File: src/pkg/buck_cfg.svh
// Purpose: Constants for the buck charger switching and protection block
// Assumes: 250 MHz mclk_i, 4 ns period
// Notes:   Times in their own unit, cycle counts derived from them
`ifndef BUCK_CFG_SVH
`define BUCK_CFG_SVH

`define CLK_MHZ           250
`define NS_PER_CLK        4
// Register offsets
`define REG_OPTION        4'h0
`define REG_VTARGET       4'h1
`define REG_ITARGET       4'h2
`define REG_PERIOD        4'h3
`define REG_STATUS        4'h4
`define REG_SHORTCNT      4'h5
// Option word bit positions
`define OPT_INHIBIT       0
`define OPT_INOC_EN       1
`define OPT_LS_HI_TH      7
`define OPT_HS_SHORT_EN   8
`define OPT_FADJ_EN       9
`define OPT_FADJ_UP       10
// Reset values
`define OPTION_RST        16'h0102
`define PERIOD_RST        16'h014d
`define RAMP_OFFSET_RST   16'h000c
// Timing
`define DEAD_NS           20
`define DEAD_CYC          ((`DEAD_NS + `NS_PER_CLK - 1) / `NS_PER_CLK)
`define INOC_BLANK_US     4200
`define BATOV_QUAL_US     30000
`define SHORT_RESET_US    1000
`define SHORT_RESUME_US   4500
`define SS_STEP_US        240
`define US_TO_CYC(u)      ((u) * `CLK_MHZ)
// Soft-start current codes, 64 mA per lsb
`define SS_INIT_CODE      16'h0002
`define SS_STEP_CODE      16'h0001
// Peak over-current tiers, charge-current code limits
`define OCP_TIER1_MAX     16'h0040
`define OCP_TIER2_MAX     16'h0060
`define FADJ_PCT          18
`define PCT_SCALE         100
`define BSHORT_CAP_CODE   16'h0008
`define SHORT_LIMIT       3'h7

`endif

File: src/pkg/buck_pkg.sv
// Purpose: Types for the buck charger switching and protection block
// Assumes: Constants live in buck_cfg.svh
// Notes:   Status word layout shared with the testbench
package buck_pkg;

  typedef enum logic [1:0] {
    OCP_6A,
    OCP_9A,
    OCP_12A
  } ocp_tier_type;

  typedef struct packed {
    logic hs_short;
    logic ls_short;
    logic peak_oc;
    logic under_current;
    logic ramp_above;
    logic boot_low;
    logic battery_overvoltage;
    logic battery_shorted_floor;
    logic thermal_hi;
    logic thermal_lo;
    logic input_overcurrent_trip;
    logic avg_below_low;
    logic avg_above_high;
    logic adapter_detect_low;
    logic supply_undervoltage_lockout;
  } sense_type;

  typedef struct packed {
    logic [4:0]   rsvd;
    ocp_tier_type tier;
    logic         nonsync;
    logic         short_latched;
    logic         inoc_latched;
    logic         batov_active;
    logic         batov_disabled;
    logic         bat_short;
    logic         thermal_off;
    logic         charging;
    logic         high_side;
  } status_type;

endpackage

File: src/rtl/buck_ctrl.sv
// Purpose: Gate pattern, conduction mode and protection sequencing of a buck charger
// Assumes: Comparators arrive as levels; host option bits come over a plain register port
// Notes:   Ramp is digital, a count across the switching period
//
// Operation
// - Cycle start restarts ramp; high side while above
// - Ramp crosses: high off, low on; end low
// - Dead time; both gates never on together
// - Under-current turns low side off rest-of-cycle
// - Low average or low battery: non-synchronous
// - Average above upper limit resumes synchronous
// - Input over-current past blanking latches switches off
// - Option bit enables input over-current latch
// - Peak over-current ends high side this cycle
// - Peak threshold tier chosen from current code
// - Over-voltage inhibits both gate turn-ons
// - Over-voltage over 30 ms disables charging
// - Discharge sink on only during over-voltage
// - Zero voltage target never flags over-voltage
// - Shorted battery: reset 1 ms, resume later
// - Shorted battery: reduced cap, low off
// - Thermal stop with hysteresis, soft-start resume
// - Option bits shift frequency down or up
// - Seventh short event latches off, battery on
// - Short latch clears on lockout or adapter
// - Option bit picks low-side short threshold
// - Option bit enables high-side short detection
// - Soft-start ramps current target in steps
// - Bootstrap low triggers low-side refresh pulse
//
// The placing of the registers and strobed register access were left to the implementer.
`timescale 1ns/1ns
`default_nettype none
`include "buck_cfg.svh"

module buck_ctrl #(
  parameter int INOC_BLANK_CYC  = `US_TO_CYC(`INOC_BLANK_US),
  parameter int BATOV_QUAL_CYC  = `US_TO_CYC(`BATOV_QUAL_US),
  parameter int SHORT_RST_CYC   = `US_TO_CYC(`SHORT_RESET_US),
  parameter int SHORT_RES_CYC   = `US_TO_CYC(`SHORT_RESUME_US),
  parameter int SS_STEP_CYC     = `US_TO_CYC(`SS_STEP_US),
  parameter int TW              = 24
) (
  input  wire logic              mclk_i,
  input  wire logic              rstn_i,
  input  wire logic [3:0]        reg_addr_i,
  input  wire logic [15:0]       reg_wdata_i,
  input  wire logic              reg_wr_i,
  input  wire logic              reg_rd_i,
  output logic      [15:0]       reg_rdata_o,
  input  wire buck_pkg::sense_type sense_i,
  output logic                   high_side_switch_o,
  output logic                   low_side_switch_o,
  output logic                   adapter_switch_o,
  output logic                   reverse_block_switch_o,
  output logic                   battery_switch_o,
  output logic                   discharge_sink_o,
  output logic      [15:0]       ramp_o,
  output logic      [15:0]       current_target_o,
  output buck_pkg::ocp_tier_type ocp_tier_o,
  output logic                   ls_short_high_th_o,
  output logic                   hs_short_en_o
);

  // ==========================================================
  // Helpers
  function automatic logic done(input logic [TW-1:0] c, input int lim);
    done = (c >= TW'(lim));
  endfunction

  function automatic logic [TW-1:0] bump(input logic [TW-1:0] c, input logic run);
    bump = run ? c + TW'(1) : '0;
  endfunction

  // ==========================================================
  // Input synchronisers
  buck_pkg::sense_type s1_q;
  buck_pkg::sense_type s_q;

  always_ff @(posedge mclk_i) begin
    s1_q <= sense_i;
    s_q  <= s1_q;
  end

  // ==========================================================
  // Register port
  logic [15:0] option_q;
  logic [15:0] vtarget_q;
  logic [15:0] itarget_q;
  logic [15:0] period_q;
  logic [2:0]  short_cnt_q;
  buck_pkg::status_type st;

  wire wr_opt = reg_wr_i && reg_addr_i == `REG_OPTION;
  wire wr_vt  = reg_wr_i && reg_addr_i == `REG_VTARGET;
  wire wr_it  = reg_wr_i && reg_addr_i == `REG_ITARGET;
  wire wr_per = reg_wr_i && reg_addr_i == `REG_PERIOD;

  always_ff @(posedge mclk_i) begin
    if (!rstn_i) begin
      option_q    <= `OPTION_RST;
      vtarget_q   <= 16'h0000;
      itarget_q   <= 16'h0000;
      period_q    <= `PERIOD_RST;
      reg_rdata_o <= 16'h0000;
    end else begin
      if (wr_opt) option_q <= reg_wdata_i;
      if (wr_vt)  vtarget_q <= reg_wdata_i;
      if (wr_it)  itarget_q <= reg_wdata_i;
      if (wr_per) period_q <= reg_wdata_i;
      if (reg_rd_i) begin
        case (reg_addr_i)
          `REG_OPTION:   reg_rdata_o <= option_q;
          `REG_VTARGET:  reg_rdata_o <= vtarget_q;
          `REG_ITARGET:  reg_rdata_o <= itarget_q;
          `REG_PERIOD:   reg_rdata_o <= period_q;
          `REG_STATUS:   reg_rdata_o <= st;
          `REG_SHORTCNT: reg_rdata_o <= {13'h0000, short_cnt_q};
          default:       reg_rdata_o <= 16'h0000;
        endcase
      end else begin
        reg_rdata_o <= 16'h0000;
      end
    end
  end

  // ==========================================================
  // Switching period with frequency adjust
  // Frequency, not period, moves by the percentage, hence a divide
  // Limitation: slow periods wrap above 16 bits, keep the period below 53000
  wire [31:0] per_x100 = {16'h0000, period_q} * 32'(`PCT_SCALE);
  wire [31:0] per_slow = per_x100 / 32'(`PCT_SCALE - `FADJ_PCT);
  wire [31:0] per_fast = per_x100 / 32'(`PCT_SCALE + `FADJ_PCT);
  wire [15:0] per_eff = !option_q[`OPT_FADJ_EN] ? period_q :
                        option_q[`OPT_FADJ_UP] ? per_fast[15:0] :
                        per_slow[15:0];

  logic [15:0] ramp_q;
  // Period counts whole clocks from the ramp offset
  wire         cyc_end   = ramp_q >= per_eff + `RAMP_OFFSET_RST - 16'h0001;
  wire         cyc_start = cyc_end;

  always_ff @(posedge mclk_i) begin
    if (!rstn_i) ramp_q <= `RAMP_OFFSET_RST;
    else if (cyc_end) ramp_q <= `RAMP_OFFSET_RST;
    else ramp_q <= ramp_q + 16'h0001;
  end
  assign ramp_o = ramp_q;

  // ==========================================================
  // Protection latches and timers
  logic          inoc_q, short_q, batov_dis_q, thermal_q, nonsync_q;
  logic [TW-1:0] inoc_cnt_q, batov_cnt_q, bshort_cnt_q;
  logic          hs_short_d1_q, ls_short_d1_q;

  wire adapter_gone = s_q.adapter_detect_low;
  wire batov = s_q.battery_overvoltage && (vtarget_q != 16'h0000);
  wire bshort = s_q.battery_shorted_floor;
  wire hs_ev = s_q.hs_short && !hs_short_d1_q && option_q[`OPT_HS_SHORT_EN];
  wire ls_ev = s_q.ls_short && !ls_short_d1_q;
  wire inoc_run = s_q.input_overcurrent_trip && option_q[`OPT_INOC_EN];

  always_ff @(posedge mclk_i) begin
    if (!rstn_i) begin
      inoc_q <= 1'b0;
      short_q <= 1'b0;
      short_cnt_q <= 3'h0;
      batov_dis_q <= 1'b0;
      thermal_q <= 1'b0;
      nonsync_q <= 1'b1;
      inoc_cnt_q <= '0;
      batov_cnt_q <= '0;
      bshort_cnt_q <= '0;
      hs_short_d1_q <= 1'b0;
      ls_short_d1_q <= 1'b0;
    end else begin
      hs_short_d1_q <= s_q.hs_short;
      ls_short_d1_q <= s_q.ls_short;
      inoc_cnt_q <= bump(inoc_cnt_q, inoc_run && !done(inoc_cnt_q, INOC_BLANK_CYC));
      if (adapter_gone) inoc_q <= 1'b0;
      else if (inoc_run && done(inoc_cnt_q, INOC_BLANK_CYC)) inoc_q <= 1'b1;
      batov_cnt_q <= bump(batov_cnt_q, batov && !done(batov_cnt_q, BATOV_QUAL_CYC));
      if (batov && done(batov_cnt_q, BATOV_QUAL_CYC)) batov_dis_q <= 1'b1;
      if (s_q.thermal_hi) thermal_q <= 1'b1;
      else if (s_q.thermal_lo) thermal_q <= 1'b0;
      if (s_q.avg_below_low || bshort) nonsync_q <= 1'b1;
      else if (s_q.avg_above_high) nonsync_q <= 1'b0;
      bshort_cnt_q <= bump(bshort_cnt_q, bshort && !done(bshort_cnt_q, SHORT_RES_CYC));
      if (s_q.supply_undervoltage_lockout || adapter_gone) begin
        short_q <= 1'b0;
        short_cnt_q <= 3'h0;
      end else if ((hs_ev || ls_ev) && !short_q) begin
        if (short_cnt_q == `SHORT_LIMIT - 3'h1) short_q <= 1'b1;
        short_cnt_q <= short_cnt_q + 3'h1;
      end
    end
  end

  // Shorted battery: charge reset between first and second delay
  wire bshort_hold = bshort && done(bshort_cnt_q, SHORT_RST_CYC)
                     && !done(bshort_cnt_q, SHORT_RES_CYC);

  wire run = !option_q[`OPT_INHIBIT] && !inoc_q && !short_q && !batov_dis_q
             && !thermal_q && !bshort_hold && itarget_q != 16'h0000
             && vtarget_q != 16'h0000;

  assign adapter_switch_o       = !inoc_q && !short_q;
  assign reverse_block_switch_o = !inoc_q && !short_q;
  assign battery_switch_o       = short_q;
  assign discharge_sink_o       = batov;

  // ==========================================================
  // Soft-start of the current target
  logic [15:0]   tgt_q;
  logic [TW-1:0] ss_cnt_q;
  wire [15:0] cap = bshort ? `BSHORT_CAP_CODE : itarget_q;

  always_ff @(posedge mclk_i) begin
    if (!rstn_i || !run) begin
      tgt_q <= `SS_INIT_CODE;
      ss_cnt_q <= '0;
    end else begin
      ss_cnt_q <= done(ss_cnt_q, SS_STEP_CYC - 1) ? '0 : ss_cnt_q + TW'(1);
      if (tgt_q > cap) tgt_q <= cap;
      else if (done(ss_cnt_q, SS_STEP_CYC - 1) && tgt_q < cap)
        tgt_q <= tgt_q + `SS_STEP_CODE;
    end
  end
  assign current_target_o = tgt_q;

  assign ocp_tier_o = itarget_q <= `OCP_TIER1_MAX ? buck_pkg::OCP_6A :
                      itarget_q <= `OCP_TIER2_MAX ? buck_pkg::OCP_9A :
                      buck_pkg::OCP_12A;
  assign ls_short_high_th_o = option_q[`OPT_LS_HI_TH];
  assign hs_short_en_o = option_q[`OPT_HS_SHORT_EN];

  // ==========================================================
  // Gate sequencing
  typedef enum logic [2:0] {
    G_OFF, G_DEAD_H, G_HIGH, G_DEAD_L, G_LOW
  } gate_type;
  gate_type g_q, g_d;
  logic [3:0] dt_q;
  logic hs_done_q, ls_done_q;

  wire dt_ok = dt_q >= 4'(`DEAD_CYC);
  wire want_h = run && !batov && !hs_done_q && s_q.ramp_above;
  wire refresh = s_q.boot_low;
  wire want_l = run && !batov && !ls_done_q && !cyc_end
                && (refresh || (!nonsync_q && !bshort && !s_q.under_current));

  always_comb begin
    g_d = g_q;
    case (g_q)
      G_OFF:    if (want_h) g_d = G_DEAD_H;
                else if (want_l && hs_done_q) g_d = G_DEAD_L;
      G_DEAD_H: if (!want_h || s_q.peak_oc) g_d = G_OFF;
                else if (dt_ok) g_d = G_HIGH;
      G_HIGH:   if (!want_h || s_q.peak_oc) g_d = G_OFF;
      G_DEAD_L: if (!want_l) g_d = G_OFF;
                else if (dt_ok) g_d = G_LOW;
      G_LOW:    if (!want_l || (refresh && !s_q.boot_low)) g_d = G_OFF;
      default:  g_d = G_OFF;
    endcase
    if (cyc_start && g_q == G_LOW) g_d = G_OFF;
  end

  always_ff @(posedge mclk_i) begin
    if (!rstn_i) begin
      g_q <= G_OFF;
      dt_q <= 4'h0;
      hs_done_q <= 1'b0;
      ls_done_q <= 1'b0;
    end else begin
      g_q <= g_d;
      dt_q <= (g_d != g_q) ? 4'h0 : dt_q + {3'h0, dt_q != 4'hf};
      if (cyc_start) hs_done_q <= 1'b0;
      else if (s_q.peak_oc || (g_q == G_HIGH && g_d == G_OFF)) hs_done_q <= 1'b1;
      if (cyc_start) ls_done_q <= 1'b0;
      else if (g_q == G_LOW && g_d == G_OFF) ls_done_q <= 1'b1;
    end
  end

  assign high_side_switch_o = g_q == G_HIGH;
  assign low_side_switch_o  = g_q == G_LOW;

  // ==========================================================
  // Status
  assign st = '{rsvd: 5'h00, tier: ocp_tier_o, nonsync: nonsync_q,
                short_latched: short_q, inoc_latched: inoc_q, batov_active: batov,
                batov_disabled: batov_dis_q, bat_short: bshort, thermal_off: thermal_q,
                charging: run, high_side: g_q == G_HIGH};

endmodule // buck_ctrl
`default_nettype wire

File: config.mk
export PLATFORM = sky130hd
export DESIGN_NAME = buck_ctrl
export DESIGN_NICKNAME = d
export VERILOG_FILES = /design/src/pkg/buck_pkg.sv /design/src/rtl/buck_ctrl.sv
export VERILOG_INCLUDE_DIRS = /design/src /design/src/pkg
export SDC_FILE = /design/constraint.sdc
export NUM_CORES = 1
export LEC_CHECK = 0
export ABC_AREA = 1
export BUFFER_PORTS_ARGS = -buffer_cell sky130_fd_sc_hd__buf_2
export CORE_UTILIZATION = 40
export CTS_CLUSTER_SIZE = 25
export DETAILED_ROUTE_END_ITERATION = 16
export HOLD_SLACK_MARGIN = 0.15
export PLACE_DENSITY = 0.57
export SETUP_SLACK_MARGIN = 0.15
export SYNTH_ARGS = -nofsm -noshare
export SYNTH_HDL_FRONTEND = slang
export SYNTH_SLANG_ARGS = --single-unit
File: constraint.sdc
create_clock -name mclk_i -period 93.2 [get_ports mclk_i]
set_input_delay 4.66 -clock mclk_i [delete_from_list [all_inputs] [get_ports mclk_i]]
set_output_delay 4.66 -clock mclk_i [all_outputs]
set_load 0.1 [all_outputs]
Word level (Yosys, flattened, before mapping) --
Index checks and enable logic that the tools add are counted.
Cells by class: $add $sub $neg 10, multipliers 1, divide/modulo/power cells 2, $lt $le $gt $ge 11, eq/ne operators 12, multiplexer cells 20, bitwise gates (word level) 1, reductions and logical operators 84
Operators with widths (number):
- adder 24 x 1 -> 24 bit, second input constant | 4
- case mux 16 bit (6 select lines) | 1
- two-way mux 16 bit | 5
- divider 23 x 7 -> 32 bit, second input constant | 2
- >= comparator 24 x 21 -> 1 bit, second input constant | 2
- logical AND 1 bit | 38
- adder 16 x 1 -> 16 bit, second input constant | 2
- <= comparator 16 x 7 -> 1 bit, second input constant | 2
- nonzero test 16 bit | 2
- two-way mux 3 bit | 9
- >= comparator 24 x 16 -> 1 bit, second input constant | 1
- >= comparator 24 x 18 -> 1 bit, second input constant | 1
- >= comparator 24 x 23 -> 1 bit, second input constant | 1
- zero test 1 bit | 21
- multiplier 16 x 5 -> 21 bit, second input constant | 1
- adder 16 x 4 -> 16 bit, second input constant | 1
- >= comparator 16 bit | 1
- greater-than comparator 16 bit | 1
- less-than comparator 16 bit | 1
- subtractor 16 x 1 -> 16 bit, second input constant | 1
- case mux 3 bit (5 select lines) | 1
- OR reduction 2 bit | 6
- AND reduction 2 bit | 5
- equality test 4 x 2 -> 1 bit, second input constant | 2
- other kinds (17) | 30
Word-level totals: register bits after elaboration 257, input bits 39, output and inout bits 58

Depth between registers and ports, before layout --
depth after elaboration 20, depth in mapped cells 244, depth with buffers taken out 228

Worst setup path before layout --
OpenSTA, ideal clock, no wires.
kind reg2reg, start point reg period_q[8], end point reg hs_done_q, arrival 30.187 ns, data required time 93.129 ns, path slack 62.943 ns, cell stages (with the launch flop) 241, clock period less this slack 30.257 ns, path through dfxtp_1 > ha_1 > ha_1 > inv_1 > fa_1 > inv_1 > ha_1 > nand2_1 > inv_1 > nand2_1 > nand2_1 > a21oi_1 > nand2_1 > nand2_1 > nand2_1 > nand2_1 > nand2_1 > or2_2 > (+205 left out) > nor2_1 > nand2_1 > nor3_1 > nand2_1 > xnor2_1 > ha_1 > nand2_1 > a21oi_1 > a211oi_1 > nand2_1 > inv_1 > nand3_1 > inv_1 > o21ai_0 > nand2_1 > nor3_1 > a21oi_1 > a21oi_1
On the way: cells in the longest elaborated chain, start to end 18, elaborated cells on any way between the ends 23
RTL lines:
- from (decl) | RTL line buck_ctrl.sv:90 | logic [15:0] period_q;
- from (signal assigned) | RTL line buck_ctrl.sv:104 | period_q <= `PERIOD_RST;
- from (signal assigned) | RTL line buck_ctrl.sv:110 | if (wr_per) period_q <= reg_wdata_i;
- multiplier 16 x 5 -> 21 bit | RTL line buck_ctrl.sv:131 | wire [31:0] per_x100 = {16'h0000, period_q} * 32'(`PCT_SCALE);
- divider 23 x 7 -> 32 bit (on tied branches) | RTL line buck_ctrl.sv:132, buck_ctrl.sv:133
- two-way mux 16 bit | RTL line buck_ctrl.sv:135 | option_q[`OPT_FADJ_UP] ? per_fast[15:0] :
- two-way mux 16 bit * | RTL line buck_ctrl.sv:134 | wire [15:0] per_eff = !option_q[`OPT_FADJ_EN] ? period_q :
- adder 16 x 4 -> 16 bit (no source line) *
- subtractor 16 x 1 -> 16 bit * | RTL line buck_ctrl.sv:140 | wire cyc_end = ramp_q >= per_eff + `RAMP_OFFSET_RST - 16'h0001;
- >= comparator 16 bit * | RTL line buck_ctrl.sv:140
- zero test 1 bit | RTL line buck_ctrl.sv:249 | wire want_l = run && !batov && !ls_done_q && !cyc_end
- (+2 left out)
- logical AND 1 bit | RTL line buck_ctrl.sv:256 | else if (want_l && hs_done_q) g_d = G_DEAD_L;
- two-way mux 3 bit | RTL line buck_ctrl.sv:256
- two-way mux 3 bit | RTL line buck_ctrl.sv:255 | G_OFF: if (want_h) g_d = G_DEAD_H;
- case mux 3 bit (5 select lines) | RTL line buck_ctrl.sv:254 | case (g_q)
- two-way mux 3 bit | RTL line buck_ctrl.sv:265 | if (cyc_start && g_q == G_LOW) g_d = G_OFF;
- zero test 3 bit | RTL line buck_ctrl.sv:278 | else if (s_q.peak_oc || (g_q == G_HIGH && g_d == G_OFF)) hs_done_q <= 1'b1;
- logical AND 1 bit | RTL line buck_ctrl.sv:278
- logical OR 1 bit | RTL line buck_ctrl.sv:278
- to (signal assigned) | RTL line buck_ctrl.sv:272 | hs_done_q <= 1'b0;
- to (signal assigned) | RTL line buck_ctrl.sv:277 | if (cyc_start) hs_done_q <= 1'b0;
- to (signal assigned) | RTL line buck_ctrl.sv:278
- to (decl) | RTL line buck_ctrl.sv:244 | logic hs_done_q, ls_done_q;
Mark *: on every way between the ends. The rest lies on a longest branch, timed or not. A chain may end at the register's enable or synchronous reset.

Worst setup path in the final report --
start point reg period_q[1], end point reg dt_q[3]
On the way: cells in the longest elaborated chain, start to end 17, elaborated cells on any way between the ends 21
RTL lines:
- multiplier 16 x 5 -> 21 bit | RTL line buck_ctrl.sv:131
- divider 23 x 7 -> 32 bit (on tied branches) | RTL line buck_ctrl.sv:132, buck_ctrl.sv:133
- two-way mux 16 bit | RTL line buck_ctrl.sv:135
- two-way mux 16 bit * | RTL line buck_ctrl.sv:134
- adder 16 x 4 -> 16 bit (no source line) *
- subtractor 16 x 1 -> 16 bit * | RTL line buck_ctrl.sv:140
- >= comparator 16 bit * | RTL line buck_ctrl.sv:140
- zero test 1 bit | RTL line buck_ctrl.sv:249
- logical AND 1 bit | RTL line buck_ctrl.sv:249
- logical AND 1 bit | RTL line buck_ctrl.sv:250 | && (refresh || (!nonsync_q && !bshort && !s_q.under_current));
- logical AND 1 bit | RTL line buck_ctrl.sv:256
- two-way mux 3 bit | RTL line buck_ctrl.sv:256
- two-way mux 3 bit | RTL line buck_ctrl.sv:255
- case mux 3 bit (5 select lines) | RTL line buck_ctrl.sv:254
- two-way mux 3 bit * | RTL line buck_ctrl.sv:265
- != test 3 bit * | RTL line buck_ctrl.sv:276 | dt_q <= (g_d != g_q) ? 4'h0 : dt_q + {3'h0, dt_q != 4'hf};
- OR reduction 2 bit (no source line) *
- to (signal assigned) | RTL line buck_ctrl.sv:276
- to (decl) | RTL line buck_ctrl.sv:243 | logic [3:0] dt_q;
Marks and branches as above.

==> impl_metrics.csv <==
group,metric,value,unit
outcome,status,"finished, final reports clean",
logic_synthesis,synth_edf_count,0,
sta,rsz0062_at_grt,"no",
layout,mostFrequentLayoutCell,"nand2_1",
sta,layout_min_cycle_time,35.59,ns
clock_network,cts_resized,0,
placement,place.port_buffers,96,
routing,first_pass_iters,6,
floorplan,coreArea,72000,um2
sta,finalHoldViolCount,0,
setup_path,slowest_stage,"dfxtp_1",
setup_path,cp_data_required_time,93.71,ns
setup_path,reg2reg_depth,224,
clock_network,clkLatencyLatePin,0.58,ns
global_routing,grt_pass1_vias,27500,
routing,antenna_left,0,
setup_path,endpoint_kind,"flop",
logic_synthesis,yosysSeqAreaShare,17.6,%
sta,setup-tns-final,0,ns
setup_path,worstPathMaxFanout,26,
setup_path,max_stage_delay,0.55,ns
placement,place.gp.congestion,0.955,
routing,drt_wl_total,89100,um
logic_synthesis,synthArstFlopShare,0,%
logic_synthesis,yosysWarnings,0,
clock_network,clock_sinks,257,
logic_synthesis,syn_area,29300,um2
run,drv_cap,0,
floorplan,die_h,273,um
global_routing,grt_overflow,0,
logic_synthesis,synth-seq-cells,257,
logic_synthesis,synth_top_area_cell,"dfxtp_1",
clock_network,cts_buffer_depth,3,
placement,dp_cells,5686,
global_routing,grt_max_degree,60,
routing,via_per_inst,5.14,
layout,area_growth_syn_to_layout,7.21,%
layout,n_antenna_cell,0,
sta,setup_violations,0,
logic_synthesis,syn_inst,4692,
global_routing,grt_use_total,23.6,%
setup_path,cpMostUsedCell,"nand2_1",
global_routing,grt_first_pass_wirelength,144000,um
sta,max_slew_margin,31.0,%
clock_network,clk_pin_slew,0.07,ns
worst_hold_path,hold_class,"reg -> reg",
sta,maxSlewViolCount,0,
logic_synthesis,ys_dominant_reg_cell,"dfxtp_1",
clock_network,post_cts_buffers,0,
sta,fmax,28.1,MHz
routing,drc,0,
placement,hpwl,73000,um
routing,drtIter0Drc,2141,
layout,nets,4954,
clock_network,cts_buffers,28,
clock_network,cts_tree,"done",
floorplan,pin_count,97,
floorplan,die_x,273,um
sta,fin_worst_skew,0.0242,ns
clock_network,root_buffer,"clkbuf_16",
floorplan,dieArea,74300,um2
sta,tightestPinTransition,1.03,ns
layout,layout_common_cells,"1159 x nand2_1, 631 x inv_1, 486 x nor2_1, 447 x nand3_1, 257 x dfxtp_1",
worst_hold_path,holdPathStages,0,
clock_network,postCtsHoldBufs,0,
logic_synthesis,yosysTopAreaCellShare,17.6,%
layout,drive_gt1_share,16.6,%
logic_synthesis,synth_area_leaders,"dfxtp_1 18%, nand2_1 15%, inv_1 8.1%",
global_routing,antenna_found_initial,2,
routing,routedWlPerCell,15.5,um
setup_path,crit_type,"reg -> reg",
layout,finalNonFillerCells,5738,
setup_path,cp_data_arrival_time,36.10,ns
floorplan,rows,98,
logic_synthesis,postSynthAreaPerCell,6.24,um2
floorplan,start_util,40.7,%
clock_network,htree_levels,1,
setup_path,start_kind,"flop",
sta,period_share,38.2,%
logic_synthesis,ys_types,82,
routing,vias,29500,
==> final cells by class <==
| cell class | instances | area (um2) |
|---|---|---|
| clock inverters | 14 | 134 |
| multi-input cells | 3654 | 20800 |
| repair buffers | 109 | 578 |
| well taps | 950 | 1190 |
| inverters | 716 | 2740 |
| flip-flops and latches | 257 | 5140 |
| fillers | 7724 | 40600 |
| clock buffers | 38 | 798 |
==> cell usage after synthesis, drive strengths merged (3+ instances only) <==
cell and instances:
nor2 611, dfxtp 257, nor3 78, buf 34
o21bai 9, nand3 558, and3 3, or2 15
fa 12, ha 137, nand3b 19, o22ai 21
xnor2 28, clkbuf 45, a221oi 10, o21ai 142
nor3b 26, a21boi 3, a211oi 16, a21oi 185
inv 693, clkinv 21, o211ai 13, xor2 108
and2 11, nand4 132, nor4 18, o21a 6
nand2 1442, a31oi 14
==> layer usage <==
metal / up-vias / track usage (%) / share of wire (%)
met5: - / 0 / 0.022
met4: 4 / 6.14 / 2.5
met3: 135 / 3.12 / 6.0
met2: 771 / 37.9 / 44
met1: 13300 / 33.0 / 48
li1: 15300 / - / -
==> cell families after synthesis <==
kind of cell / Yosys count / share of synthesized area [%]
and+or+nand+nor: 2915 / 51.3
buffers and inverters: 795 / 11.6
AOI/OAI and AO/OA: 439 / 8.73
DFF: 257 / 17.6
adders and majority gates: 149 / 6.68
xor gates and xnor gates: 136 / 4.16
other: 1 / 0.0128
==> registers in the layout (all words and copies together), names as in the netlist, 24 cells and up <==
name,cells
batov_cnt_q,24
bshort_cnt_q,24
inoc_cnt_q,24
ss_cnt_q,24
==> critical path: cells and delay by family, from the launching register on <==
kind	cells	cell delay, ns
AOI/OAI and AO/OA	18	3.13
xor gates and xnor gates	17	3.58
adders and majority gates	24	7.43
buffers and inverters	41	3.58
DFF	1	0.55
and+or+nand+nor	124	17.12
==> final timing paths <==
kind | startpoint | endpoint | slack, ns
max reg2reg | period_q[1] | dt_q[3] | 57.61
max | period_q[1] | dt_q[3] | 57.61
min reg2reg | s1_q[6] | s_q[6] | 0.32
min | s1_q[6] | s_q[6] | 0.32
==> through the flow <==
| step | instance area, um2 | util [%] | setup WS (ns) | hold WS [ns] |
|---|---|---|---|---|
| after detailed placement | 30500 | 42.3 | 58.02 | 0.312 |
| after floorplan | 29300 | - | 62.94 | 0.310 |
| after global routing | 31400 | 43.6 | 53.86 | 0.317 |
| final | 31400 | 43.6 | 57.61 | 0.323 |
| after global placement | 30500 | 42.3 | 59.20 | 0.310 |
| after CTS | 31400 | 43.6 | 57.86 | 0.311 |
Power is left out: the tool's default activity adds up to more than one toggle a clock period on the data nets, which glitch-free logic cannot reach.
